[config.mk]
export PLATFORM = sky130hd
export DESIGN_NAME = digital_input_debounce_counter
export DESIGN_NICKNAME = d
export VERILOG_FILES = /design/src/pkg/din_debounce_pkg.sv /design/src/rtl/digital_input_debounce_counter.sv
export SDC_FILE = /design/constraint.sdc
export NUM_CORES = 1
export LEC_CHECK = 0
export BUFFER_PORTS_ARGS = -buffer_cell sky130_fd_sc_hd__buf_2
export CAP_MARGIN = 15
export CORE_MARGIN = 1.5
export CORE_UTILIZATION = 52
export CTS_CLUSTER_DIAMETER = 40
export DETAILED_ROUTE_END_ITERATION = 16
export PLACE_DENSITY = 0.69
export SYNTH_ARGS = -nofsm -noshare
export SYNTH_HDL_FRONTEND = slang
export SYNTH_SLANG_ARGS = --single-unit
[constraint.sdc]
create_clock -name sys_clk -period 4.11 [get_ports sys_clk]
set_input_delay 0.822 -clock sys_clk [delete_from_list [all_inputs] [get_ports sys_clk]]
set_output_delay 0.822 -clock sys_clk [all_outputs]
set_load 0.1 [all_outputs]
[src/pkg/din_debounce_pkg.sv]
// Constants for the digital input debounce and edge counter block.
// Assumes a 25 MHz system clock; sampling ticks are derived from it.
`default_nettype none
package din_debounce_pkg;

  // System clock period and sampling period, in ns
  localparam int CLK_PERIOD_NS    = 40;
  localparam int SAMPLE_PERIOD_NS = 800;
  // Sampling tick divider count, rounded down, at least one cycle
  localparam int SAMPLE_DIV = (SAMPLE_PERIOD_NS / CLK_PERIOD_NS) < 1 ? 1 :
                              (SAMPLE_PERIOD_NS / CLK_PERIOD_NS);
  localparam int DIV_W      = $clog2(SAMPLE_DIV + 1);

  // Field widths and reset values
  localparam int EDGE_CNT_W    = 32;
  localparam int HALF_W        = EDGE_CNT_W / 2;
  localparam int DEB_TIME_W    = 5;
  localparam int DEB_CNT_W     = 17;
  localparam logic [DEB_TIME_W-1:0] DEB_BYPASS = 5'h00;
  localparam logic [EDGE_CNT_W-1:0] EDGE_CNT_RST = 32'h0000_0000;
  localparam logic [DEB_CNT_W-1:0]  DEB_CNT_RST  = 17'h0_0000;

  // Debounce durations per code, in ns (code 0 is bypass)
  localparam int DEB_TIME_NS [0:31] = '{
    0, 13000, 18700, 24400, 32500, 42300, 56100, 75600,
    100800, 130100, 180500, 240600, 320300, 420300, 560200, 750400,
    1000800, 1300800, 1800800, 2400800, 3200800, 4200800, 5600800,
    7500700, 10000700, 13000700, 18000600, 24000600, 32000500,
    42000400, 56000300, 75000000};

  // Target count in samples: duration / sample period, rounded
  function automatic logic [DEB_CNT_W-1:0] deb_target(
      input logic [DEB_TIME_W-1:0] code);
    int t;
    t = (DEB_TIME_NS[code] + SAMPLE_PERIOD_NS / 2) / SAMPLE_PERIOD_NS;
    if (t < 1) begin
      t = 1;
    end
    return t[DEB_CNT_W-1:0];
  endfunction

endpackage
`default_nettype wire

[src/rtl/digital_input_debounce_counter.sv]
// Digital input conditioning for one channel: source select, sampling,
// two-mode debounce, optional inversion and a 32-bit edge counter.
// Assumes the comparator outputs are asynchronous to sys_clk and that
// configuration ports are driven from sys_clk logic.
`timescale 1ns/1ps
`default_nettype none
module digital_input_debounce_counter (
  // Clock and reset
  input  wire logic                  sys_clk,
  input  wire logic                  resetn,
  // Comparator outputs for the two sources
  input  wire logic                  cmpBufferedSense,
  input  wire logic                  cmpChannelOutput,
  // Configuration
  input  wire logic                  inputSelect,
  input  wire logic                  thresholdReferenceSelect,
  input  wire logic                  filteredOutputInvert,
  input  wire logic                  debounceMode,
  input  wire logic [4:0]            debounceTime,
  input  wire logic                  countEnable,
  // Status and pins
  output logic                       thresholdRefSel_r,
  output logic                       compOutStatus_r,
  output logic                       gpioOut_r,
  output logic [15:0]                countLow_r,
  output logic [15:0]                countHigh_r
);

  // ************************************************************
  // Reset synchroniser
  // ************************************************************
  logic rstMeta_r;
  logic rstSync_r;

  // Asserts at once, releases after two edges
  always_ff @(posedge sys_clk or negedge resetn) begin
    if (!resetn) begin
      rstMeta_r <= 1'b0;
      rstSync_r <= 1'b0;
    end else begin
      rstMeta_r <= 1'b1;
      rstSync_r <= rstMeta_r;
    end
  end

  // ************************************************************
  // Sampling tick and input synchronisers
  // ************************************************************
  localparam int DW = din_debounce_pkg::DIV_W;
  logic [DW-1:0] divCnt_r;
  logic          sampleTick_r;
  logic          bufMeta_r;
  logic          bufSync_r;
  logic          outMeta_r;
  logic          outSync_r;
  logic          sample_r;

  // One-cycle enable every sampling period
  always_ff @(posedge sys_clk or negedge rstSync_r) begin
    if (!rstSync_r) begin
      divCnt_r     <= '0;
      sampleTick_r <= 1'b0;
    end else if (divCnt_r == DW'(din_debounce_pkg::SAMPLE_DIV - 1)) begin
      divCnt_r     <= '0;
      sampleTick_r <= 1'b1;
    end else begin
      divCnt_r     <= divCnt_r + DW'(1);
      sampleTick_r <= 1'b0;
    end
  end

  // Two flip-flops per comparator source
  always_ff @(posedge sys_clk or negedge rstSync_r) begin
    if (!rstSync_r) begin
      bufMeta_r <= 1'b0;
      bufSync_r <= 1'b0;
      outMeta_r <= 1'b0;
      outSync_r <= 1'b0;
    end else begin
      bufMeta_r <= cmpBufferedSense;
      bufSync_r <= bufMeta_r;
      outMeta_r <= cmpChannelOutput;
      outSync_r <= outMeta_r;
    end
  end

  // Source select and sample on the tick
  always_ff @(posedge sys_clk or negedge rstSync_r) begin
    if (!rstSync_r) begin
      sample_r <= 1'b0;
    end else if (sampleTick_r) begin
      sample_r <= inputSelect ? outSync_r : bufSync_r;
    end
  end

  // Threshold reference select, registered to the comparator
  always_ff @(posedge sys_clk or negedge rstSync_r) begin
    if (!rstSync_r) begin
      thresholdRefSel_r <= 1'b0;
    end else begin
      thresholdRefSel_r <= thresholdReferenceSelect;
    end
  end

  // ************************************************************
  // Debounce
  // ************************************************************
  localparam int CW = din_debounce_pkg::DEB_CNT_W;
  logic [CW-1:0] target;
  logic [CW-1:0] debCnt_r;
  logic          debounced_r;
  logic          sampleValid_r;

  // Target samples per code
  assign target = din_debounce_pkg::deb_target(debounceTime);

  // Sample is updated one cycle after the tick
  always_ff @(posedge sys_clk or negedge rstSync_r) begin
    if (!rstSync_r) begin
      sampleValid_r <= 1'b0;
    end else begin
      sampleValid_r <= sampleTick_r;
    end
  end

  // Debounce counter and debounced state, stepped once per sample
  always_ff @(posedge sys_clk or negedge rstSync_r) begin
    if (!rstSync_r) begin
      debCnt_r    <= din_debounce_pkg::DEB_CNT_RST;
      debounced_r <= 1'b0;
    end else if (sampleValid_r) begin
      if (debounceTime == din_debounce_pkg::DEB_BYPASS) begin
        debounced_r <= sample_r;
        debCnt_r    <= din_debounce_pkg::DEB_CNT_RST;
      end else if (!debounceMode) begin
        // Mode 0: count toward target while differing, back when not
        if (sample_r != debounced_r) begin
          if (debCnt_r + CW'(1) >= target) begin
            debounced_r <= sample_r;
            debCnt_r    <= din_debounce_pkg::DEB_CNT_RST;
          end else begin
            debCnt_r <= debCnt_r + CW'(1);
          end
        end else if (debCnt_r != '0) begin
          debCnt_r <= debCnt_r - CW'(1);
        end
      end else begin
        // Mode 1: new state must persist for the full time
        if (sample_r == debounced_r) begin
          debCnt_r <= din_debounce_pkg::DEB_CNT_RST;
        end else if (debCnt_r + CW'(1) >= target) begin
          debounced_r <= sample_r;
          debCnt_r    <= din_debounce_pkg::DEB_CNT_RST;
        end else begin
          debCnt_r <= debCnt_r + CW'(1);
        end
      end
    end
  end

  // ************************************************************
  // Output inversion and edge counter
  // ************************************************************
  localparam int EW = din_debounce_pkg::EDGE_CNT_W;
  localparam int HW = din_debounce_pkg::HALF_W;
  logic          conditioned;
  logic          condPrev_r;
  logic [EW-1:0] edgeCnt_r;
  logic          risingEdge;

  // Inverter ahead of status, pin and edge detect
  assign conditioned = debounced_r ^ filteredOutputInvert;
  assign risingEdge  = conditioned & ~condPrev_r;

  // Status bit and pin copy
  always_ff @(posedge sys_clk or negedge rstSync_r) begin
    if (!rstSync_r) begin
      compOutStatus_r <= 1'b0;
      gpioOut_r       <= 1'b0;
      condPrev_r      <= 1'b0;
    end else begin
      compOutStatus_r <= conditioned;
      gpioOut_r       <= conditioned;
      condPrev_r      <= conditioned;
    end
  end

  // Free wrapping edge counter
  always_ff @(posedge sys_clk or negedge rstSync_r) begin
    if (!rstSync_r) begin
      edgeCnt_r <= din_debounce_pkg::EDGE_CNT_RST;
    end else if (countEnable && risingEdge) begin
      edgeCnt_r <= edgeCnt_r + EW'(1);
    end
  end

  // Halves for software
  always_ff @(posedge sys_clk or negedge rstSync_r) begin
    if (!rstSync_r) begin
      countLow_r  <= '0;
      countHigh_r <= '0;
    end else begin
      countLow_r  <= edgeCnt_r[HW-1:0];
      countHigh_r <= edgeCnt_r[EW-1:HW];
    end
  end

  // ************************************************************
  // Assertions
  // ************************************************************
  AST_COUNT_STEP: assert property (@(posedge sys_clk) disable iff (!rstSync_r)
    countEnable && risingEdge |=> edgeCnt_r == $past(edgeCnt_r) + EW'(1))
    else $error("edge counter did not step");
  AST_COUNT_HOLD: assert property (@(posedge sys_clk) disable iff (!rstSync_r)
    !countEnable |=> edgeCnt_r == $past(edgeCnt_r))
    else $error("edge counter moved while disabled");
  AST_HALVES: assert property (@(posedge sys_clk) disable iff (!rstSync_r)
    1'b1 |=> {countHigh_r, countLow_r} == $past(edgeCnt_r))
    else $error("count halves mismatch");
  AST_WRAP: assert property (@(posedge sys_clk) disable iff (!rstSync_r)
    countEnable && risingEdge && (&edgeCnt_r) |=> edgeCnt_r == '0)
    else $error("counter did not wrap");
  AST_BYPASS: assert property (@(posedge sys_clk) disable iff (!rstSync_r)
    sampleValid_r && debounceTime == din_debounce_pkg::DEB_BYPASS
    |=> debounced_r == $past(sample_r))
    else $error("bypass did not pass sample");
  AST_M1_RESET: assert property (@(posedge sys_clk) disable iff (!rstSync_r)
    sampleValid_r && debounceMode && sample_r == debounced_r
    |=> debCnt_r == '0)
    else $error("mode 1 count not cleared");
  AST_M0_DOWN: assert property (@(posedge sys_clk) disable iff (!rstSync_r)
    sampleValid_r && !debounceMode
    && debounceTime != din_debounce_pkg::DEB_BYPASS
    && sample_r == debounced_r && debCnt_r != '0
    |=> debCnt_r == $past(debCnt_r) - CW'(1))
    else $error("mode 0 did not count back");
  AST_STATUS: assert property (@(posedge sys_clk) disable iff (!rstSync_r)
    1'b1 |=> compOutStatus_r ==
    ($past(debounced_r) ^ $past(filteredOutputInvert))
    && gpioOut_r == compOutStatus_r)
    else $error("status not the inverted result");
  AST_TICK: assert property (@(posedge sys_clk) disable iff (!rstSync_r)
    sampleTick_r |=> !sampleTick_r [*8])
    else $error("sampling ticks too close");

endmodule
`default_nettype wire

==> impl_table.tex, run 1 <==
\begin{tabular}{lr}
\hline
Metric & Value \\
\hline
\multicolumn{2}{l}{\textbf{Drt}} \\
\quad Number of search-and-repair iterations in the first detailed-routing pass & 6 \\
\quad Detailed route wirelength on metal2 & 18440 µm \\
\quad Uppermost metal layer occupied by signal nets & met4 \\
\quad Total Routed Length & $\sim$38000 µm \\
\quad Routed wl met3 & 3102 µm \\
\quad Starting DRC count in detailed routing & around 1100 \\
\quad Detailed-route wire length on metal 1 & around 15000 µm \\
\quad Via density & 6.388 \\
\quad Count of nets left with antenna violations after detail routing & 0 \\
\quad Vias & 12160 \\
\quad Wire length per cell after detailed routing & 19.76 µm \\
\quad Number of remaining DRC errors & 0 \\
\multicolumn{2}{l}{\textbf{Final layout}} \\
\quad Nets & around 1700 \\
\quad Share of final-layout standard cells stronger than drive strength 1 & 46.73\% \\
\quad Synthesis-to-finish area growth & 54.79\% \\
\quad Non-filler cells, final & about 1900 \\
\quad End-of-flow core utilization & 81.95\% \\
\quad Total inserted antenna cells & 0 \\
\multicolumn{2}{l}{\textbf{Synthesis}} \\
\quad Fraction of registers with async set or reset after synthesis & 100.0\% \\
\quad Most repeated cell in the gate-level netlist after synthesis & sky130\_fd\_sc\_hd\_\_nand2\_1 \\
\quad Main flop type after synthesis & sky130\_fd\_sc\_hd\_\_dfrtp\_1 \\
\quad Flops \& latches, synth & $\sim$100 \\
\quad Area share of the largest cell type after synthesis & roughly a quarter \\
\quad Net Count, Synth & 1248 \\
\quad Leading cell types by total area after synthesis & sky130\_fd\_sc\_hd\_\_dfrtp\_1 25\%, sky130\_fd\_sc\_hd\_\_xnor2\_1 4.9\%, sky130\_fd\_sc\_hd\_\_ha\_1 4.1\% \\
\quad Count of cell types in the netlist & 119 \\
\quad Synthesized instance count & approximately 1200 \\
\quad Syn. warnings & 0 \\
\quad Cell Area, Synth & slightly below 10000 µm² \\
\quad Number of synthesized flops with an enable pin & 0 \\
\quad Library cell with the largest summed area after synthesis & sky130\_fd\_sc\_hd\_\_dfrtp\_1 \\
\quad Mean area per synthesized cell & 8.211 µm² \\
\quad Sequential fraction of the synthesis area & about a quarter \\
\quad Most numerous cell types in the synthesized netlist & 100 x sky130\_fd\_sc\_hd\_\_nand2\_1, 98 x sky130\_fd\_sc\_hd\_\_dfrtp\_1, 94 x sky130\_fd\_sc\_hd\_\_nor2\_1, 80 x sky130\_fd\_sc\_hd\_\_o21ai\_0, 65 x sky130\_fd\_sc\_hd\_\_a21oi\_1 \\
\multicolumn{2}{l}{\textbf{Timing}} \\
\quad Highest attainable clock frequency & between 70 and 80 MHz \\
\quad Number of endpoints with negative hold slack in the final report & 0 \\
\quad Min Tclk post-route & between 10000 and 15000 ps \\
\quad Slew @ Worst Pin & $\sim$920 ps \\
\quad Setup TNS & -169670 ps \\
\quad Count of endpoints failing setup in the final report & 18 \\
\quad Fin. max-slew vios & 0 \\
\quad Unrepaired setup endpoints after global routing & yes \\
\quad Tcrit/Tclk final & 332.5\% \\
\quad Final worst-path setup slack & -9554 ps \\
\quad Clock Skews & 9.477 ps \\
\quad Max\_slew headroom & between 30\% and 40\% \\
\multicolumn{2}{l}{\textbf{CTS}} \\
\quad Clock tree from TritonCTS & built \\
\quad Worst-skew pair later-pin latency & $\sim$350 ps \\
\quad Number of buffers created by CTS & 9 \\
\quad Clock-pin transition on the worst setup and hold timing paths & $\sim$70 ps \\
\quad Root Buffer Master & sky130\_fd\_sc\_hd\_\_clkbuf\_16 \\
\quad Sinks on Clock Net & 98 \\
\quad Buffer depth of the longest clock path & 2 \\
\quad H-Tree Level Count & 3 \\
\multicolumn{2}{l}{\textbf{Placement}} \\
\quad Half-perimeter wire length after placement & around 25000 µm \\
\quad Count of input and output buffers & 48 \\
\quad Count of placed standard cells including taps & 1831 \\
\quad Final estimated routing congestion in global placement & slightly below 1 \\
\multicolumn{2}{l}{\textbf{Worst setup path}} \\
\quad Worst-path fanout max & 7 \\
\quad Cell repeated most along the worst path & sky130\_fd\_sc\_hd\_\_o21ai\_1 \\
\quad Setup slack of the most critical reg-to-reg path & -250 ps \\
\quad FF-to-FF path depth & 28 \\
\quad CP delay by family, top & compound AO/OA/AOI/OAI gates \\
\quad Reg-to-Reg End & debCnt\_r[2] \\
\quad Critical path capture point type & register \\
\quad Combined buffer and inverter count along the critical path & 10 \\
\quad Maximum cell stage delay along the critical path & between 400 and 500 ps \\
\quad Kind of launch point of the worst setup path & primary input \\
\quad Critical path launch point & debounceTime[0] \\
\quad CP max stage cell & sky130\_fd\_sc\_hd\_\_a2111o\_1 \\
\quad Worst R2R Start & debCnt\_r[1] \\
\quad Data arrival time of the worst path & 13930 ps \\
\quad Type of the worst setup path & primary input to register \\
\quad Required time at the endpoint of the critical path & 4380 ps \\
\multicolumn{2}{l}{\textbf{GRT}} \\
\quad Global-route wire length before repair & 57050 µm \\
\quad GRT Resource Usage Total & around a third \\
\quad Largest net degree at the start of global routing & 73 \\
\quad Total global routing overflow & 0 \\
\quad Number of antenna violations at the first check in global routing & 0 \\
\quad Vias in the first global route & 11600 \\
\multicolumn{2}{l}{\textbf{Floorplan}} \\
\quad Starting utilization of the core area & 52.94\% \\
\quad Floorplan core area & around 19000 µm² \\
\quad Height of the die & roughly 140 µm \\
\quad Horiz. Die Dim & between 100 and 150 µm \\
\quad Site Rows & 50 \\
\quad Die Area & a little under 20000 µm² \\
\quad Boundary Pins & approximately 50 \\
\multicolumn{2}{l}{\textbf{Status}} \\
\quad Status & finished, violations left \\
\quad Violations in the final reports & setup timing \\
\multicolumn{2}{l}{\textbf{Hold path}} \\
\quad Class of the worst hold path & primary input to async pin \\
\multicolumn{2}{l}{\textbf{Flow run}} \\
\quad Max-cap violations & 0 \\
\hline
\end{tabular}
## layout by cell type (no fill, tap or decap), types with 20 or more instances in the layout
cell and n:
sky130_fd_sc_hd__buf_4 437, sky130_fd_sc_hd__dfrtp_1 97, sky130_fd_sc_hd__nand2_1 95, sky130_fd_sc_hd__nor2_1 83
sky130_fd_sc_hd__xnor2_1 53, sky130_fd_sc_hd__a21oi_1 46, sky130_fd_sc_hd__nand3_1 44, sky130_fd_sc_hd__buf_2 44
sky130_fd_sc_hd__o21ai_0 42, sky130_fd_sc_hd__o21ai_1 42, sky130_fd_sc_hd__nor3_1 28, sky130_fd_sc_hd__and3_1 28
sky130_fd_sc_hd__xor2_1 25, sky130_fd_sc_hd__ha_1 24, sky130_fd_sc_hd__a21oi_2 20
## routing by layer
layer / global-route usage (%) / up-vias
li1: - / 5500
met1: 44.79 / 5790
met2: 61.47 / 702
met3: 3.668 / 164
met4: 11.57 / 0
met5: 0 / -
## repair_timing
action	4_1_cts	5_1_grt
setup endpoints to repair	18	18
gates cloned	1	1
gates resized for setup	108	121
buffers inserted	37	19
pin swaps	52	56
hold buffers	0	0
## flip-flops by register name (all words and copies together) (netlist names), 5 cells and up
name,cells
countLow_r,16
edgeCnt_r,32
divCnt_r,5
countHigh_r,16
debCnt_r,17
## cell type report
type	instances	area, µm²
clock inverters	6	47.55
fillers	1126	3366
well taps	234	292.8
multi-input cells	1024	8247
clock buffers	10	229.0
repair buffers	507	3890
flip-flops and latches	98	2456
inverters	24	115.1
## worst max-delay path by stage
stage,slack (ps),endpoint,depth (start not counted)
2_1_floorplan,-9100,debCnt_r[16],69
3_3_place_gp,-9470,debCnt_r[11],68
3_5_place_dp,-9790,debCnt_r[12],70
4_1_cts,-9020,debCnt_r[16],72
5_1_grt,-10140,debCnt_r[2],73
6_report,-9550,debCnt_r[2],73
## logic make-up after synthesis
group           Yosys count  synth area share [%]
compound gates          403                 30.07
xor+xnor                 86                 7.784
fa+ha+maj                36                 4.462
buf+inv                  80                 3.943
flops                    98                 24.85
mux                      41                 4.526
other cells               1               0.03800
simple gates            457                 24.33
## worst reg2reg max path: cells and delay by family (launching register included)
family,cells,cell delay (ps)
compound gates,12,1430
xor+xnor,1,250
fa+ha+maj,1,290
buf+inv,2,320
flops,1,390
simple gates,12,1590
## through the flow
step	setup WS, ps	cell area [µm²]	hold slack [ps]
6_report	-9554	15280	233.3
5_1_grt	-10140	15280	236.1
4_1_cts	-9019	14520	234.8
3_5_place_dp	-9794	13510	334.7
3_3_place_gp	-9470	13510	333.3
2_1_floorplan	-9101	10250	331.2
Power of run 1 is not shown: default switching activity piles up to over one toggle a cycle in this logic, so the estimate is an artifact.
==> run 2, diff against run 1 <==
- TNS_END_PERCENT: not set -> 30
==> run 2 against run 1 <==
Compared with the run above: the run still ends with setup timing left; largest cell class unchanged; critical endpoint is now debCnt_r[12]; worst setup slack gained 300 ps; die area is the same; via count shrank 2.4%; sequential cell count is the same; core utilization shrank 0.91 points.
==> impl_table.tex, run 2 (same netlist as run 1, synthesis figures left out) <==
\begin{tabular}{lr}
\hline
Metric & Value \\
\hline
\multicolumn{2}{l}{\textbf{Floorplan}} \\
\quad Die Area & 19810 µm² (unchanged) \\
\quad Boundary Pins & 49 (unchanged) \\
\quad Site Rows & 50 (unchanged) \\
\quad Floorplan core area & 18640 µm² (unchanged) \\
\quad Starting utilization of the core area & 52.94\% (unchanged) \\
\quad Horiz. Die Dim & 140.8 µm (unchanged) \\
\quad Height of the die & 140.8 µm (unchanged) \\
\multicolumn{2}{l}{\textbf{Final layout}} \\
\quad Share of final-layout standard cells stronger than drive strength 1 & 44.38\% (-2.4 points) \\
\quad Total inserted antenna cells & 0 (unchanged) \\
\quad Combined flip-flop and latch cell area & 2456 µm² (unchanged) \\
\quad Filler cell count in the final layout & 1221 (+8.4\%) \\
\quad Most flops, register & edgeCnt\_r \\
\quad Area used by multi-input combinational logic & 8064 µm² (-2.2\%) \\
\quad Number of flip-flops in the largest register & 32 (unchanged) \\
\quad End-of-flow core utilization & 81.03\% (-0.91 points) \\
\quad Leading cell types in the layout, fill and taps excluded & 431 x sky130\_fd\_sc\_hd\_\_buf\_4, 97 x sky130\_fd\_sc\_hd\_\_dfrtp\_1, 96 x sky130\_fd\_sc\_hd\_\_nand2\_1, 84 x sky130\_fd\_sc\_hd\_\_nor2\_1, 56 x sky130\_fd\_sc\_hd\_\_a21oi\_1 \\
\quad Nets & 1713 (+0.18\%) \\
\quad Leading cell type in the layout, fill and taps excluded & sky130\_fd\_sc\_hd\_\_buf\_4 \\
\quad Biggest registers after layout & edgeCnt\_r x32, debCnt\_r x17 \\
\quad Synthesis-to-finish area growth & 53.07\% \\
\multicolumn{2}{l}{\textbf{Worst setup path}} \\
\quad Cell repeated most along the worst path & sky130\_fd\_sc\_hd\_\_buf\_4 \\
\quad CP max stage cell & sky130\_fd\_sc\_hd\_\_or4\_1 \\
\quad Kind of launch point of the worst setup path & primary input \\
\quad Combined buffer and inverter count along the critical path & 13 (+3) \\
\quad CP delay by family, top & compound AO/OA/AOI/OAI gates \\
\quad Type of the worst setup path & primary input to register \\
\quad Required time at the endpoint of the critical path & 4370 ps (about the same) \\
\quad Critical path capture point type & register \\
\quad Worst-path fanout max & 7 (unchanged) \\
\quad Data arrival time of the worst path & 13620 ps (-310 ps) \\
\quad Maximum cell stage delay along the critical path & 540 ps (+60 ps) \\
\multicolumn{2}{l}{\textbf{CTS}} \\
\quad Number of hold-repair buffers added at the cts stage & 0 (unchanged) \\
\quad Buffer depth of the longest clock path & 2 (unchanged) \\
\quad Clock tree from TritonCTS & built \\
\quad Sinks on Clock Net & 98 (unchanged) \\
\quad H-Tree Level Count & 3 (unchanged) \\
\quad Number of buffers created by CTS & 9 (unchanged) \\
\quad Worst-skew pair later-pin latency & 350 ps (about the same) \\
\quad Root Buffer Master & sky130\_fd\_sc\_hd\_\_clkbuf\_16 \\
\quad Clock-pin transition on the worst setup and hold timing paths & 70 ps (about the same) \\
\multicolumn{2}{l}{\textbf{GRT}} \\
\quad Largest net degree at the start of global routing & 66 (-9.6\%) \\
\quad Global-route wire length before repair & 54280 µm (-4.9\%) \\
\quad Total global routing overflow & 0 (unchanged) \\
\quad Number of antenna violations at the first check in global routing & 0 (unchanged) \\
\quad Vias in the first global route & 11010 (-5.0\%) \\
\quad GRT Resource Usage Total & 33.36\% (-1.5 points) \\
\multicolumn{2}{l}{\textbf{Timing}} \\
\quad Clock Skews & 10.34 ps (+0.8675 ps) \\
\quad Slew @ Worst Pin & 885.4 ps (-31.60 ps) \\
\quad Final worst-path setup slack & -9250 ps (+304.7 ps) \\
\quad Count of endpoints failing setup in the final report & 18 (unchanged) \\
\quad Fin. max-slew vios & 0 (unchanged) \\
\quad Min Tclk post-route & 13360 ps (-304.7 ps) \\
\quad Number of endpoints with negative hold slack in the final report & 0 (unchanged) \\
\quad Highest attainable clock frequency & 74.85 MHz (+2.3\%) \\
\quad Max\_slew headroom & 40.55\% (+1.7 points) \\
\quad Tcrit/Tclk final & 325.0\% (-7.4 points) \\
\quad Unrepaired setup endpoints after global routing & yes \\
\multicolumn{2}{l}{\textbf{Drt}} \\
\quad Number of search-and-repair iterations in the first detailed-routing pass & 5 (-1) \\
\quad Vias & 11860 (-2.4\%) \\
\quad Total Routed Length & 35890 µm (-4.5\%) \\
\quad Starting DRC count in detailed routing & 851 (-22\%) \\
\quad Wire length per cell after detailed routing & 18.83 µm (-4.7\%) \\
\quad Via density & 6.224 (-2.6\%) \\
\quad Count of nets left with antenna violations after detail routing & 0 (unchanged) \\
\quad Number of remaining DRC errors & 0 (unchanged) \\
\multicolumn{2}{l}{\textbf{Placement}} \\
\quad Final estimated routing congestion in global placement & 0.9699 (+0.21\%) \\
\quad Count of input and output buffers & 48 (unchanged) \\
\quad Half-perimeter wire length after placement & 25450 µm (+1.3\%) \\
\multicolumn{2}{l}{\textbf{Status}} \\
\quad Violations in the final reports & setup timing \\
\quad Status & finished, violations left \\
\multicolumn{2}{l}{\textbf{Flow run}} \\
\quad Max-cap violations & 0 (unchanged) \\
\multicolumn{2}{l}{\textbf{Hold path}} \\
\quad Class of the worst hold path & primary input to async pin \\
\hline
\end{tabular}
[run 2: cell types whose count changed in the layout (fill, tap and decap cells not counted), moves of 6 or more]
cell,before,now
sky130_fd_sc_hd__o21ai_0,42,55
sky130_fd_sc_hd__o21ai_2,14,8
sky130_fd_sc_hd__nand3_1,44,50
sky130_fd_sc_hd__a21oi_2,20,9
sky130_fd_sc_hd__a21oi_1,46,56
sky130_fd_sc_hd__buf_6,15,22
sky130_fd_sc_hd__buf_4,437,431
sky130_fd_sc_hd__o21ai_1,42,35
[run 2: worst register-to-register path, cell delays in order (launching register included)]
cell	delay (ps)
sky130_fd_sc_hd__dfrtp_1	380
sky130_fd_sc_hd__buf_4	160
sky130_fd_sc_hd__nand3_1	170
sky130_fd_sc_hd__nor2_1	160
sky130_fd_sc_hd__xor2_1	250
sky130_fd_sc_hd__ha_1	300
sky130_fd_sc_hd__and4_1	180
sky130_fd_sc_hd__a31oi_1	190
sky130_fd_sc_hd__a21boi_1	90
sky130_fd_sc_hd__o21ai_1	130
sky130_fd_sc_hd__nand2b_1	70
sky130_fd_sc_hd__a21oi_1	120
sky130_fd_sc_hd__nor2b_1	60
sky130_fd_sc_hd__o21ai_1	110
sky130_fd_sc_hd__nand2b_1	70
sky130_fd_sc_hd__a21oi_1	120
sky130_fd_sc_hd__nor2b_1	60
sky130_fd_sc_hd__o21ai_1	120
sky130_fd_sc_hd__nand2b_1	90
sky130_fd_sc_hd__a21oi_2	120
sky130_fd_sc_hd__nor2b_1	50
sky130_fd_sc_hd__o21ai_1	140
sky130_fd_sc_hd__nand2b_2	130
sky130_fd_sc_hd__nor2_4	240
sky130_fd_sc_hd__buf_6	170
sky130_fd_sc_hd__a32oi_1	130
sky130_fd_sc_hd__o21ai_0	160
[run 2: path summary, 6_finish.rpt]
check,startpoint,end,slack (ps),cells after the start
max,debounceTime[0],debCnt_r[12],-9250,74
min,resetn,rstSync_r,250,1
max reg2reg,debCnt_r[1],debCnt_r[12],50,26
min reg2reg,outMeta_r,outSync_r,350,0
max in group asynchronous,rstSync_r,edgeCnt_r[24],2710,1
min in group sys_clk,outMeta_r,outSync_r,350,0
[run 2: per-layer routing]
layer | routed length [µm] | vias up | GRT usage [%] | share of wire [%]
met3 | 2605 | 141 | 3.635 | 7.3
li1 | - | 5504 | - | -
met4 | 1237 | 0 | 9.868 | 3.4
met1 | 14300 | 5650 | 43.03 | 40
met2 | 17750 | 568 | 58.96 | 49
met5 | 0 | - | 0 | 0
[run 2: repair_timing]
action,CTS,global route
setup endpoints to repair,18,18
pin swaps,37,54
resized for setup,57,129
setup buffers,20,30
cloned,1,1
[run 2: per-stage QoR]
step / std cells / worst slack, ps / area (µm²) / hold slack, ps / setup TNS, ps
finish: 1906 / -9250 / 15110 / 246.0 / -165230
global route: 1906 / -9860 / 15110 / 234.9 / -176010
CTS: 1877 / -9038 / 14270 / 241.2 / -161600
detailed placement: 1840 / -9739 / 13580 / 337.8 / -174420
global placement: 1840 / -9567 / 13580 / 333.3 / -171290
floorplan: 1202 / -9103 / 10250 / 331.2 / -162980
[run 2: final cells by class]
| class | instances | share of cell area [%] |
|---|---|---|
| Inverter | 24 | 0.7951 |
| Clock inverter | 7 | 0.3975 |
| Sequential cell | 98 | 16.26 |
| Clock buffer | 9 | 1.491 |
| Timing Repair Buffer | 509 | 25.74 |
| Multi-Input combinational cell | 1025 | 53.38 |
| Tap cell | 234 | 1.938 |
Power of run 2 is left out for the same reason.
==> run 3, diff against run 2 <==
- SKIP_LAST_GASP: not set -> 1
==> run 3 against run 2 <==
Compared with the run above: via count increased by 0.25%; core utilization about the same; critical path depth decreased by 4; critical path type unchanged; sequential cell count unchanged; global-route usage about the same; final area about the same; register-to-register slack improved by 20 ps; clock skew about the same; highest routed layer unchanged; fmax increased by 0.42%; largest cell class unchanged; the run still ends with setup timing left; count of clock-buffer cells in the layout unchanged.
==> impl_table.tex, run 3 (same netlist as run 1, synthesis figures left out) <==
\begin{tabular}{lr}
\hline
Metric & Value \\
\hline
\multicolumn{2}{l}{\textbf{Worst setup path}} \\
\quad Critical path capture point type & register \\
\quad Worst-path fanout max & 7 (unchanged) \\
\quad CP max stage cell & sky130\_fd\_sc\_hd\_\_or4\_1 \\
\quad CP delay by family, top & compound AO/OA/AOI/OAI gates \\
\quad Type of the worst setup path & primary input to register \\
\quad Kind of launch point of the worst setup path & primary input \\
\quad Data arrival time of the worst path & 13560 ps (-60 ps) \\
\quad Required time at the endpoint of the critical path & 4370 ps (about the same) \\
\quad Maximum cell stage delay along the critical path & 540 ps (about the same) \\
\quad Combined buffer and inverter count along the critical path & 10 (-3) \\
\quad Cell repeated most along the worst path & sky130\_fd\_sc\_hd\_\_o21ai\_1 \\
\multicolumn{2}{l}{\textbf{Timing}} \\
\quad Clock Skews & 10.27 ps (-0.06970 ps) \\
\quad Fin. max-slew vios & 0 (unchanged) \\
\quad Min Tclk post-route & 13300 ps (-56.15 ps) \\
\quad Final worst-path setup slack & -9193 ps (+56.15 ps) \\
\quad Count of endpoints failing setup in the final report & 18 (unchanged) \\
\quad Number of endpoints with negative hold slack in the final report & 0 (unchanged) \\
\quad Slew @ Worst Pin & 875.7 ps (-9.692 ps) \\
\quad Highest attainable clock frequency & 75.17 MHz (+0.42\%) \\
\quad Tcrit/Tclk final & 323.7\% (-1.4 points) \\
\quad Unrepaired setup endpoints after global routing & yes \\
\quad Hold Worst Slack & 246.3 ps (+0.3030 ps) \\
\quad Max\_slew headroom & 41.20\% (+0.65 points) \\
\multicolumn{2}{l}{\textbf{Drt}} \\
\quad Total Routed Length & 35900 µm (about the same) \\
\quad Via density & 6.240 (+0.25\%) \\
\quad Wire length per cell after detailed routing & 18.83 µm (about the same) \\
\quad Count of nets left with antenna violations after detail routing & 0 (unchanged) \\
\quad Vias & 11890 (+0.25\%) \\
\quad Starting DRC count in detailed routing & 806 (-5.3\%) \\
\quad Number of remaining DRC errors & 0 (unchanged) \\
\quad Number of search-and-repair iterations in the first detailed-routing pass & 7 (+2) \\
\multicolumn{2}{l}{\textbf{Floorplan}} \\
\quad Site Rows & 50 (unchanged) \\
\quad Floorplan core area & 18640 µm² (unchanged) \\
\quad Die Area & 19810 µm² (unchanged) \\
\quad Horiz. Die Dim & 140.8 µm (unchanged) \\
\quad Boundary Pins & 49 (unchanged) \\
\quad Height of the die & 140.8 µm (unchanged) \\
\quad Starting utilization of the core area & 52.94\% (unchanged) \\
\multicolumn{2}{l}{\textbf{Final layout}} \\
\quad End-of-flow core utilization & 80.99\% (about the same) \\
\quad Leading cell types in the layout, fill and taps excluded & 431 x sky130\_fd\_sc\_hd\_\_buf\_4, 97 x sky130\_fd\_sc\_hd\_\_nand2\_1, 97 x sky130\_fd\_sc\_hd\_\_dfrtp\_1, 84 x sky130\_fd\_sc\_hd\_\_nor2\_1, 57 x sky130\_fd\_sc\_hd\_\_o21ai\_0 \\
\quad Number of flip-flops in the largest register & 32 (unchanged) \\
\quad Leading cell type in the layout, fill and taps excluded & sky130\_fd\_sc\_hd\_\_buf\_4 \\
\quad Total inserted antenna cells & 0 (unchanged) \\
\quad Share of final-layout standard cells stronger than drive strength 1 & 44.26\% (-0.12 points) \\
\quad Biggest registers after layout & edgeCnt\_r x32, debCnt\_r x17 \\
\quad Most flops, register & edgeCnt\_r \\
\quad Synthesis-to-finish area growth & 52.99\% (about the same) \\
\quad Nets & 1713 (unchanged) \\
\multicolumn{2}{l}{\textbf{Placement}} \\
\quad Half-perimeter wire length after placement & 25450 µm (unchanged) \\
\quad Count of input and output buffers & 48 (unchanged) \\
\quad Setup WS pre-CTS & -9739 ps (unchanged) \\
\quad Final estimated routing congestion in global placement & 0.9699 (unchanged) \\
\multicolumn{2}{l}{\textbf{GRT}} \\
\quad Total global routing overflow & 0 (unchanged) \\
\quad Number of antenna violations at the first check in global routing & 0 (unchanged) \\
\quad Largest net degree at the start of global routing & 66 (unchanged) \\
\quad GRT Resource Usage Total & 33.35\% (about the same) \\
\quad Global-route wire length before repair & 54250 µm (about the same) \\
\quad Vias in the first global route & 11000 (-0.10\%) \\
\multicolumn{2}{l}{\textbf{CTS}} \\
\quad Worst-skew pair later-pin latency & 350 ps (about the same) \\
\quad Root Buffer Master & sky130\_fd\_sc\_hd\_\_clkbuf\_16 \\
\quad H-Tree Level Count & 3 (unchanged) \\
\quad Sinks on Clock Net & 98 (unchanged) \\
\quad Clock tree from TritonCTS & built \\
\quad Buffer depth of the longest clock path & 2 (unchanged) \\
\quad Clock-pin transition on the worst setup and hold timing paths & 70 ps (about the same) \\
\quad Number of hold-repair buffers added at the cts stage & 0 (unchanged) \\
\quad Number of buffers created by CTS & 9 (unchanged) \\
\multicolumn{2}{l}{\textbf{Status}} \\
\quad Violations in the final reports & setup timing \\
\quad Status & finished, violations left \\
\multicolumn{2}{l}{\textbf{Flow run}} \\
\quad Max-cap violations & 0 (unchanged) \\
\multicolumn{2}{l}{\textbf{Hold path}} \\
\quad Class of the worst hold path & primary input to async pin \\
\hline
\end{tabular}
==> run 3: metal layers <==
metal | share of wire, % | up-vias | GRT usage, %
li1 | - | 5502 | -
met1 | 40 | 5680 | 43.16
met2 | 50 | 590 | 59.01
met3 | 7.0 | 121 | 3.431
met4 | 3.1 | 0 | 9.649
met5 | 0 | - | 0
==> run 3: metrics by stage <==
step | instance area (µm²) | TNS, ps | instances
after CTS | 14260 | -161630 | 1877
after global routing | 15100 | -175890 | 1906
after detailed placement | 13580 | -174420 | 1840
after global placement | 13580 | -171290 | 1840
after floorplan | 10250 | -162980 | 1202
final | 15100 | -164390 | 1906
==> run 3: final cells by class <==
cell class / count / area, µm²
flip-flops and latches: 98 / 2456
inverters: 24 / 120.1
clock inverters: 7 / 60.06
repair buffers: 509 / 3889
multi-input cells: 1025 / 8056
well taps: 234 / 292.8
fillers: 1224 / 3543
clock buffers: 9 / 225.2
==> run 3: worst paths after layout <==
| path | cells after the start | slack [ps] | from | endpoint |
|---|---|---|---|---|
| hold / removal | 1 | 250 | resetn | rstSync_r |
| max in group asynchronous | 1 | 2710 | rstSync_r | edgeCnt_r[26] |
| hold reg to reg | 0 | 350 | outMeta_r | outSync_r |
| setup reg to reg | 26 | 70 | debCnt_r[1] | debCnt_r[12] |
| min in group sys_clk | 0 | 350 | outMeta_r | outSync_r |
| setup / recovery | 70 | -9190 | debounceTime[2] | debCnt_r[12] |
==> run 3: timing repair <==
action / in CTS / in global routing
endpoints found under the setup margin: 18 / 18
cloned: 1 / 1
gates resized for setup: 55 / 127
buffers inserted: 20 / 30
pin swaps: 36 / 52
Power of run 3 is left out for the same reason.
